<file path="config.mk">
export PLATFORM = sky130hd
export DESIGN_NAME = rtcis_slave
export DESIGN_NICKNAME = d
export VERILOG_FILES = /design/src/design/rtcis_slave.v /design/src/design/rtcis_sync.v /design/src/design/rtcis_buf.v
export VERILOG_INCLUDE_DIRS = /design/src /design/src/design
export SDC_FILE = /design/constraint.sdc
export NUM_CORES = 1
export LEC_CHECK = 0
export BUFFER_PORTS_ARGS = -buffer_cell sky130_fd_sc_hd__buf_2
export CORE_UTILIZATION = 55
export CTS_CLUSTER_DIAMETER = 100
export CTS_CLUSTER_SIZE = 12
export DETAILED_ROUTE_END_ITERATION = 12
export HOLD_SLACK_MARGIN = 0.06
export PLACE_DENSITY = 0.73
export SYNTH_ARGS = -nofsm -noshare
export SYNTH_HDL_FRONTEND = slang
export SYNTH_SLANG_ARGS = --single-unit
</file>
<file path="constraint.sdc">
create_clock -name clk -period 3.57 [get_ports clk]
set_input_delay 0.714 -clock clk [delete_from_list [all_inputs] [get_ports clk]]
set_output_delay 0.714 -clock clk [all_outputs]
set_load 0.02 [all_outputs]
</file>
<file path="src/design/rtcis_map.vh">
// Constants of the two-wire slave of the clock/calendar.
// Assumes inclusion by bare name from the design files.
`ifndef RTCIS_MAP_VH
`define RTCIS_MAP_VH

// Clock rate and watchdog period.
`define RTCIS_CLK_HZ 50000000
`define RTCIS_WDT_S 1
`define RTCIS_WDT_CYCLES (`RTCIS_WDT_S * `RTCIS_CLK_HZ)
// Ticks counted after a valid address before the watchdog fires.
`define RTCIS_WDT_TICKS 2'h2

// Slave address in the upper seven bits of the first byte.
`define RTCIS_DEV_ADDR 7'h50
`define RTCIS_RW_BIT 0
`define RTCIS_ADDR_MSB 7
`define RTCIS_ADDR_LSB 1

// Word address field and byte framing.
`define RTCIS_WADR_W 4
`define RTCIS_WADR_MSB 3
`define RTCIS_BYTE_BITS 4'h8
`define RTCIS_LAST_TX_BIT 3'h7

// Reset values.
`define RTCIS_WADR_RST 4'h0
`define RTCIS_SHIFT_RST 8'h00

`endif

</file>
<file path="src/design/rtcis_slave.v">
// Two-wire bus slave of a clock/calendar, with interface watchdog.
// Assumes SCL and SDA are pins sampled by clk, and that the register
// core on clk answers rd_data combinationally for rd_addr.
`timescale 1ns/1ps
`include "rtcis_map.vh"

// Contract
// - SDA changes while SCL high are control conditions, never data.
// - SDA falling while SCL high is a start; the device detects it.
// - SDA rising while SCL high is a stop; it ends the transfer.
// - Each byte has eight bits plus one acknowledge clock, unlimited count.
// - An addressed receiving device acknowledges every received byte; a data byte that meets a full write buffer gets no acknowledge.
// - The acknowledger holds SDA low through the whole acknowledge high.
// - No master acknowledge: the device releases SDA for the stop.
// - The first byte after start is the address; respond only on match.
// - Device is slave only: never drives SCL, SDA is bidirectional.
// - Only the low four word-address bits select the register.
// - Time counting is frozen while an access is in progress.
// - Interface active over one second: clear it and resume counting.
// - A start or stop stops the watchdog.
// - The watchdog fires between one and two seconds after the address.
// - Each watchdog timeout costs the time counters one second.
module rtcis_slave #(
  parameter [6:0] DEV_ADDR = `RTCIS_DEV_ADDR,
  parameter WDT_CYCLES = `RTCIS_WDT_CYCLES,
  parameter TICK_W = 26
) (
  input wire clk,
  input wire rstn,
  input wire scl_i,
  input wire sda_i,
  output wire sda_o,
  output wire sda_oe,
  output wire wr_valid,
  input wire wr_ready,
  output wire [3:0] wr_addr,
  output wire [7:0] wr_data,
  output wire [3:0] rd_addr,
  input wire [7:0] rd_data,
  output wire freeze,
  output wire wdt_expired
);
  // ----------------------------------------------------------------
  // States and byte kinds
  // ----------------------------------------------------------------
  localparam [5:0] S_IDLE = 6'h01;
  localparam [5:0] S_RX = 6'h02;
  localparam [5:0] S_ACK = 6'h04;
  localparam [5:0] S_TX = 6'h08;
  localparam [5:0] S_MACK = 6'h10;
  localparam [5:0] S_WAIT = 6'h20;
  localparam [2:0] K_ADDR = 3'h1;
  localparam [2:0] K_WADR = 3'h2;
  localparam [2:0] K_DATA = 3'h4;
  // The period is cut to the counter width on purpose; TICK_W must be
  // wide enough to hold WDT_CYCLES - 1.
  localparam integer TICK_LAST_I = WDT_CYCLES - 1;
  localparam [TICK_W-1:0] TICK_LAST = TICK_LAST_I[TICK_W-1:0];

  // ----------------------------------------------------------------
  // Pin sampling and bus conditions
  // ----------------------------------------------------------------
  wire scl_s;
  wire sda_s;
  reg scl_d_reg;
  reg sda_d_reg;

  rtcis_sync #(
    .W(2)
  ) u_sync (
    .clk(clk),
    .rstn(rstn),
    .d({scl_i, sda_i}),
    .q({scl_s, sda_s})
  );

  always @(posedge clk or negedge rstn) begin
    if (!rstn) begin
      scl_d_reg <= 1'b1;
      sda_d_reg <= 1'b1;
    end else begin
      scl_d_reg <= scl_s;
      sda_d_reg <= sda_s;
    end
  end

  // SDA moving while SCL stays high is a condition, not a data bit.
  wire scl_hi = scl_s & scl_d_reg;
  wire start_det = scl_hi & sda_d_reg & ~sda_s;
  wire stop_det = scl_hi & ~sda_d_reg & sda_s;
  wire scl_rise = scl_s & ~scl_d_reg;
  wire scl_fall = ~scl_s & scl_d_reg;

  // ----------------------------------------------------------------
  // Write buffer towards the register core
  // ----------------------------------------------------------------
  reg push_reg;
  reg [11:0] push_word_reg;
  wire push_ready;

  rtcis_buf #(
    .W(12)
  ) u_buf (
    .clk(clk),
    .rstn(rstn),
    .in_valid(push_reg),
    .in_ready(push_ready),
    .in_data(push_word_reg),
    .out_valid(wr_valid),
    .out_ready(wr_ready),
    .out_data({wr_addr, wr_data})
  );

  // ----------------------------------------------------------------
  // Watchdog time base
  // ----------------------------------------------------------------
  // The tick runs free, so the first tick after the address lands
  // anywhere in the first second; two ticks give one to two seconds.
  reg [TICK_W-1:0] tick_cnt_reg;
  reg tick_reg;
  reg wdt_run_reg;
  reg [1:0] wdt_cnt_reg;
  wire wdt_fire = wdt_run_reg & (wdt_cnt_reg == `RTCIS_WDT_TICKS);

  always @(posedge clk or negedge rstn) begin
    if (!rstn) begin
      tick_cnt_reg <= {TICK_W{1'b0}};
      tick_reg <= 1'b0;
    end else begin
      tick_reg <= (tick_cnt_reg == TICK_LAST);
      if (tick_cnt_reg == TICK_LAST) begin
        tick_cnt_reg <= {TICK_W{1'b0}};
      end else begin
        tick_cnt_reg <= tick_cnt_reg + {{(TICK_W-1){1'b0}}, 1'b1};
      end
    end
  end

  // ----------------------------------------------------------------
  // Byte engine
  // ----------------------------------------------------------------
  reg [5:0] state_reg;
  reg [2:0] kind_reg;
  reg [3:0] bit_cnt_reg;
  reg [7:0] shift_reg;
  reg [3:0] ptr_reg;
  reg read_reg;
  reg mack_reg;
  reg oe_reg;
  reg freeze_reg;
  reg expired_reg;
  wire [7:0] rx_byte = {shift_reg[6:0], sda_s};

  always @(posedge clk or negedge rstn) begin
    if (!rstn) begin
      state_reg <= S_IDLE;
      kind_reg <= K_ADDR;
      bit_cnt_reg <= 4'h0;
      shift_reg <= `RTCIS_SHIFT_RST;
      ptr_reg <= `RTCIS_WADR_RST;
      read_reg <= 1'b0;
      mack_reg <= 1'b0;
      oe_reg <= 1'b0;
      freeze_reg <= 1'b0;
      expired_reg <= 1'b0;
      push_reg <= 1'b0;
      push_word_reg <= 12'h000;
      wdt_run_reg <= 1'b0;
      wdt_cnt_reg <= 2'h0;
    end else begin
      push_reg <= 1'b0;
      expired_reg <= 1'b0;
      if (wdt_run_reg && tick_reg) begin
        wdt_cnt_reg <= wdt_cnt_reg + 2'h1;
      end
      if (wdt_fire) begin
        // Releasing here lets the frozen counters run again; the second
        // they missed while frozen is not made up.
        state_reg <= S_IDLE;
        oe_reg <= 1'b0;
        freeze_reg <= 1'b0;
        wdt_run_reg <= 1'b0;
        expired_reg <= 1'b1;
      end else if (start_det || stop_det) begin
        wdt_run_reg <= 1'b0;
        freeze_reg <= 1'b0;
        oe_reg <= 1'b0;
        bit_cnt_reg <= 4'h0;
        kind_reg <= K_ADDR;
        state_reg <= start_det ? S_RX : S_IDLE;
      end else begin
        case (state_reg)
          S_IDLE, S_WAIT: begin
            oe_reg <= 1'b0;
          end
          S_RX: begin
            if (scl_rise) begin
              shift_reg <= rx_byte;
              bit_cnt_reg <= bit_cnt_reg + 4'h1;
            end else if (scl_fall &&
                         bit_cnt_reg == `RTCIS_BYTE_BITS) begin
              bit_cnt_reg <= 4'h0;
              state_reg <= S_ACK;
              oe_reg <= 1'b1;
              case (kind_reg)
                K_ADDR: begin
                  if (shift_reg[`RTCIS_ADDR_MSB:`RTCIS_ADDR_LSB] ==
                      DEV_ADDR) begin
                    read_reg <= shift_reg[`RTCIS_RW_BIT];
                    freeze_reg <= 1'b1;
                    wdt_run_reg <= 1'b1;
                    wdt_cnt_reg <= 2'h0;
                  end else begin
                    oe_reg <= 1'b0;
                    state_reg <= S_WAIT;
                  end
                end
                K_WADR: begin
                  ptr_reg <= shift_reg[`RTCIS_WADR_MSB:0];
                end
                default: begin
                  if (push_ready) begin
                    push_reg <= 1'b1;
                    push_word_reg <= {ptr_reg, shift_reg};
                    ptr_reg <= ptr_reg + 4'h1;
                  end else begin
                    // A full buffer refuses the byte rather than drop it.
                    oe_reg <= 1'b0;
                  end
                end
              endcase
            end
          end
          S_ACK: begin
            if (scl_fall) begin
              if (kind_reg == K_ADDR && read_reg) begin
                shift_reg <= rd_data;
                oe_reg <= ~rd_data[7];
                state_reg <= S_TX;
              end else begin
                oe_reg <= 1'b0;
                state_reg <= S_RX;
              end
              if (kind_reg == K_ADDR) begin
                kind_reg <= K_WADR;
              end else begin
                kind_reg <= K_DATA;
              end
            end
          end
          S_TX: begin
            if (scl_fall) begin
              if (bit_cnt_reg[2:0] == `RTCIS_LAST_TX_BIT) begin
                bit_cnt_reg <= 4'h0;
                oe_reg <= 1'b0;
                ptr_reg <= ptr_reg + 4'h1;
                state_reg <= S_MACK;
              end else begin
                bit_cnt_reg <= bit_cnt_reg + 4'h1;
                shift_reg <= {shift_reg[6:0], 1'b0};
                oe_reg <= ~shift_reg[6];
              end
            end
          end
          S_MACK: begin
            if (scl_rise) begin
              mack_reg <= ~sda_s;
            end else if (scl_fall) begin
              if (mack_reg) begin
                shift_reg <= rd_data;
                oe_reg <= ~rd_data[7];
                state_reg <= S_TX;
              end else begin
                oe_reg <= 1'b0;
                state_reg <= S_WAIT;
              end
            end
          end
          default: begin
            state_reg <= S_IDLE;
            oe_reg <= 1'b0;
          end
        endcase
      end
    end
  end

  // ----------------------------------------------------------------
  // Outputs
  // ----------------------------------------------------------------
  // Open drain: the pin is only ever pulled low, SCL is never driven.
  reg sda_o_reg;
  always @(posedge clk or negedge rstn) begin
    if (!rstn) begin
      sda_o_reg <= 1'b0;
    end else begin
      sda_o_reg <= 1'b0;
    end
  end

  assign sda_o = sda_o_reg;
  assign sda_oe = oe_reg;
  assign rd_addr = ptr_reg;
  assign freeze = freeze_reg;
  assign wdt_expired = expired_reg;
endmodule

</file>
<file path="src/design/rtcis_sync.v">
// Two-stage synchroniser for levels from outside the clock domain.
// Assumes the inputs are slow compared with clk.
`timescale 1ns/1ps
module rtcis_sync #(
  parameter W = 2
) (
  input wire clk,
  input wire rstn,
  input wire [W-1:0] d,
  output wire [W-1:0] q
);
  // Idle bus lines are high, so both stages reset high.
  reg [W-1:0] meta_reg;
  reg [W-1:0] sync_reg;

  always @(posedge clk or negedge rstn) begin
    if (!rstn) begin
      meta_reg <= {W{1'b1}};
      sync_reg <= {W{1'b1}};
    end else begin
      meta_reg <= d;
      sync_reg <= meta_reg;
    end
  end

  assign q = sync_reg;
endmodule

</file>
<file path="src/design/rtcis_buf.v">
// Two-entry buffer with valid and ready on both sides.
// Assumes producer and consumer share clk; output data is a flip-flop.
`timescale 1ns/1ps
module rtcis_buf #(
  parameter W = 12
) (
  input wire clk,
  input wire rstn,
  input wire in_valid,
  output wire in_ready,
  input wire [W-1:0] in_data,
  output wire out_valid,
  input wire out_ready,
  output wire [W-1:0] out_data
);
  reg head_v_reg;
  reg [W-1:0] head_reg;
  reg tail_v_reg;
  reg [W-1:0] tail_reg;
  wire push;
  wire pop;

  assign in_ready = ~tail_v_reg;
  assign push = in_valid & ~tail_v_reg;
  assign pop = head_v_reg & out_ready;

  always @(posedge clk or negedge rstn) begin
    if (!rstn) begin
      head_v_reg <= 1'b0;
      tail_v_reg <= 1'b0;
      head_reg <= {W{1'b0}};
      tail_reg <= {W{1'b0}};
    end else if (!head_v_reg || pop) begin
      head_v_reg <= tail_v_reg | push;
      if (tail_v_reg) begin
        head_reg <= tail_reg;
      end else if (push) begin
        head_reg <= in_data;
      end
      tail_v_reg <= tail_v_reg & push;
      if (tail_v_reg && push) begin
        tail_reg <= in_data;
      end
    end else if (push) begin
      tail_v_reg <= 1'b1;
      tail_reg <= in_data;
    end
  end

  assign out_valid = head_v_reg;
  assign out_data = head_reg;
endmodule

</file>
# == After elaboration in Yosys (flattened, before gate mapping) ==
# Cells that the tools add are included.
# op_classes
add_sub_neg,4
eq_ne,38
n_mux,85
bitwise,23
reduce_logical,32
# ops
operator,n
2-to-1 mux 6 bit,12
2-to-1 mux 8 bit,8
2-to-1 mux 12 bit,4
2-to-1 mux 4 bit,11
!= test 4 bit (second input constant),8
case mux 8 bit (4 select lines),1
case mux 6 bit (5 select lines),1
2-to-1 mux 1 bit,29
adder 26 x 1 -> 26 bit (second input constant),1
equality test 26 bit (second input constant),1
2-to-1 mux 26 bit,1
!= test 2 bit (second input constant),13
case mux 4 bit (2 select lines),3
2-to-1 mux 2 bit,9
nonzero test 3 bit,5
AND reduction 7 bit,2
2-to-1 mux 3 bit,4
bitwise AND 1 bit,11
NOT 1 bit,11
AND reduction 11 bit,1
nonzero test 2 bit,5
!= test 3 bit (second input constant),3
AND reduction 9 bit,1
adder 4 x 1 -> 4 bit (second input constant),2
28 further kinds,35
# word_totals
regBits,104
in_bits,13
out_inout_bits,21
elab_cells,205

# == Longest topological paths before layout ==
# depth
depth_word,9
mapped_depth,9
ltp_nobuf,8

# == Hierarchy ==
# From an unflattened synthesis, not the netlist that was laid out.
# unflattened
hier_cells,445
hier_area_um2,5280.1
# by_module_without_submodules
module,n_inst,cells_each,area_per_inst_um2,seq_area_each_um2
rtcis_slave,1,368,3935.0,1856.8
rtcis_buf,1,73,1239.9,650.6
rtcis_sync,1,4,105.1,105.1

# == Worst setup path before layout ==
# OpenSTA, ideal clock, no wires.
# synth_timing
path_type,flip-flop to flip-flop
startpoint,register bit_cnt_reg[0]
endpoint,register push_word_reg[10]
setup_ps,125
arrival_ps,2112
t_required_ps,3445
slack_ps,1333
path_stages_with_launch,9
n_path_buf,1
period_less_slack_ps,2237
path_cell_list,dfrtp_1 -> inv_1 -> ha_1 -> nor4bb_1 -> and2_1 -> nand2_1 -> nor3_2 -> buf_2 -> mux2_2
# synth_via
elab_chain_len,3
# synth_rtl
element,line,source
start: declaration,rtcis_slave.v:144,reg [3:0] bit_cnt_reg;
start signal: assignment,rtcis_slave.v:199,bit_cnt_reg <= bit_cnt_reg + 4'h1;
start signal: assignment,rtcis_slave.v:259,bit_cnt_reg <= bit_cnt_reg + 4'h1;
equality test 4 bit (no source line),-,
logical AND 1 bit (no source line),-,
AND reduction 7 bit (no source line),-,
end signal: assignment,rtcis_slave.v:224,"push_word_reg <= {ptr_reg, shift_reg};"
end: declaration,rtcis_slave.v:98,reg [11:0] push_word_reg;
# No other way between the ends.
# A chain may end at the register's enable or synchronous reset.

# == Worst setup path in the final report ==
# layout_timing
startpoint,register bit_cnt_reg[0]
endpoint,"register ptr_reg[1], in the netlist rd_addr[1]"
# layout_via
elab_chain_len,4
word_cells_on_any_way,6
classes_between,eq/ne: 4; reduce/logical: 2
# layout_rtl
element,line,source
equality test 4 bit (no source line),-,
logical AND 1 bit (no source line),-,
!= test 2 bit (no source line),-,
AND reduction 9 bit (no source line) *,-,
end signal: assignment,rtcis_slave.v:160,ptr_reg <= `RTCIS_WADR_RST;
end signal: assignment,rtcis_slave.v:219,ptr_reg <= shift_reg[`RTCIS_WADR_MSB:0];
end signal: assignment,rtcis_slave.v:225,ptr_reg <= ptr_reg + 4'h1;
end: declaration,rtcis_slave.v:146,reg [3:0] ptr_reg;
# Mark *: on every way between the ends. The rest lies on a longest branch, timed or not.

==> results.txt <==
CP Capture Type = register
Hold WC Path Type = reg -> reg
Post-Syn Area = 5140 um^2
Max clock buf depth = 2
PortBufs = 32
detailed-route wire length per cell = 16.8 um
post-DR vias/cell = 6.04
Rows = 34
multiplexer share of the synthesized area = 12.1%
top-area cell type share of the netlist area = 46.7%
Synth async-reset ratio = 100%
core area = 8890 um^2
# IOs = 34
relative slew slack = 27.5%
hold_buf cts = 0
global-route wire length before repair = 17.4 mm
layout cells sized above 1 = 24.1%
post-synthesis sequential area ratio = 50.8%
number of max-cap violations = 0
RSZ-0062 raised after global routing = false
top cells by area, synth = dfrtp_1 (47%), mux2_2 (9.2%), dfstp_2 (4.1%)
status = completed
Area Overhead vs Synth = 9.18%
worst setup path category = reg -> reg
RD Place Congestion = 0.934
main combinational cell family by area after synthesis = simple AND/OR/NAND/NOR gates
Remaining Overflow, GRT = 0
Mean Syn Cell Area = 11.0 um^2
Worst Max-Slew Pin Slew = 1090 ps
initial DRC count = 134
Unique masters post-synth = 75
Req. time, crit path = 3830 ps
commonest non-fill, non-tap cells in the layout = dfrtp_1 (96), mux2_2 (42), nor2_1 (41), buf_2 (31), a21oi_1 (26)
die area = 9740 um^2
CTS Buf Count = 9
Clock Sinks = 104
post-synthesis xor/xnor area fraction = 4.09%
Final Power = 2560 uW
number of remaining DRC errors = 0
Adder-Cell Fraction of Synth Area = 1.46%
initial antenna violation count = 0
crit path max fanout = 10
Final Slew Violations = 0
fmax = 404 MHz
most common cell after layout, fill and taps aside = dfrtp_1
detailed placement HPWL = 7.37 mm
Setup Viol. Count Final = 0
clock slew at reported path FFs = 100 ps
Simple-Gate Fraction of Synth Area = 17.3%
total track usage = 22.8%
CTS resizes = 0
Mapped Nets = 485
Worst Skew = 12.6 ps
latest clock arrival within the worst-skew pair = 380 ps
Final Net Count = 520
Final Hold Fails = 0
total number of vias = 3709
TritonCTS clock tree = done
Post-synth EDFFs = 0
H-tree depth = 3
first drt pass iteration count = 4
max FFs per register = 26
initial core utilization = 57.8%
setup_tns = 0 ps
Tmin final = 2480 ps
postcts setup bufs = 0
Worst EP arrival = 2740 ps
Synth Area in Compound Gates = 11.5%
root buf cell = clkbuf_8
Leak = 0.00247 uW
largest net degree at the start of global routing = 90
CP startpoint kind = register
Synth Instances = 466
Max VDD drop = 0.239 mV
vias in the first global route = 3577
Yosys warning total = 0
FF+latch count, synth = 104
PD cells = 456 nW/um^2
Tcrit/Tclk final = 69.4%
final WL = 10.3 mm
cell accounting for the most synthesized area = dfrtp_1
antenna fix cells = 0
Post-DRT Antenna Nets = 0
chip width = 98.7 um
chip height = 98.7 um
Main synth FF type = dfrtp_1
[critical path, cell delays in order, from the launching register on]
cell and delay [ps]:
dfrtp_1 430, inv_1 80, ha_1 130, nor4bb_1 550, and2_1 250, o211ai_2 220, a21oi_1 350, mux2_2 370
[synth_stat cells, drive strengths merged (9+ instances only)]
cell	n
dfrtp	96
clkbuf	9
o21ai	10
mux2	43
inv	19
nand2b	9
nor3	13
nor2	42
xor2	9
xnor2	15
mux2i	14
a21oi	26
nand2	24
nand3	13
[power by group]
part | switching, uW | internal [uW] | total, uW
Sequential | 118 | 1260 | 1380
Clock | 439 | 269 | 708
Combinational | 257 | 217 | 474
Total | 814 | 1750 | 2560
[per-layer routing]
metal | share of wire, % | vias to the layer above | global-route usage (%) | routed length [um]
met2 | 49 | 76 | 37.7 | 5070
met3 | 3.1 | 14 | 3.55 | 317
met5 | 0 | - | 0 | 0
met4 | 1.7 | 0 | 8.15 | 174
li1 | - | 1752 | - | -
met1 | 46 | 1867 | 30.7 | 4780
[through the flow]
stage / utilization, % / hold WS, ps / worst slack [ps] / instances / cell area (um^2)
5_1_grt: 63.1 / 373 / 991 / 614 / 5610
2_1_floorplan: - / 345 / 1330 / 466 / 5140
6_report: 63.1 / 364 / 1090 / 614 / 5610
4_1_cts: 63.1 / 368 / 1120 / 614 / 5610
3_5_place_dp: 61.0 / 353 / 1140 / 598 / 5420
3_3_place_gp: 61.0 / 346 / 1220 / 598 / 5420
[cells by family (layout without fill, tap and decap cells)]
logic type,after synthesis,count (layout)
simple gates,157,157
flops,104,104
compound gates,83,83
mux,57,57
buf+inv,34,74
xor+xnor,24,24
fa+ha+maj,6,6
other cells,1,1
[final cells by class]
class | count | area (um^2)
Multi-Input combinational cell | 328 | 2390
Tap cell | 108 | 135
Clock inverter | 7 | 63.8
Fill cell | 730 | 3280
Inverter | 19 | 71.3
Clock buffer | 9 | 124
Sequential cell | 104 | 2610
Timing Repair Buffer | 39 | 215
[worst paths after layout]
check                                    from                to  slack (ps)  cells after the start
min in group asynchronous                rstn          push_reg         530                      1
max reg2reg                    bit_cnt_reg[0]        rd_addr[1]        1090                      7
min                        u_sync.meta_reg[0]       u_sync.q[0]         360                      0
max                            bit_cnt_reg[0]        rd_addr[1]        1090                      7
min reg2reg                u_sync.meta_reg[0]       u_sync.q[0]         360                      0
max in group asynchronous                rstn  tick_cnt_reg[15]        2180                      2
No activity file was read; power rests on OpenSTA's default activity.
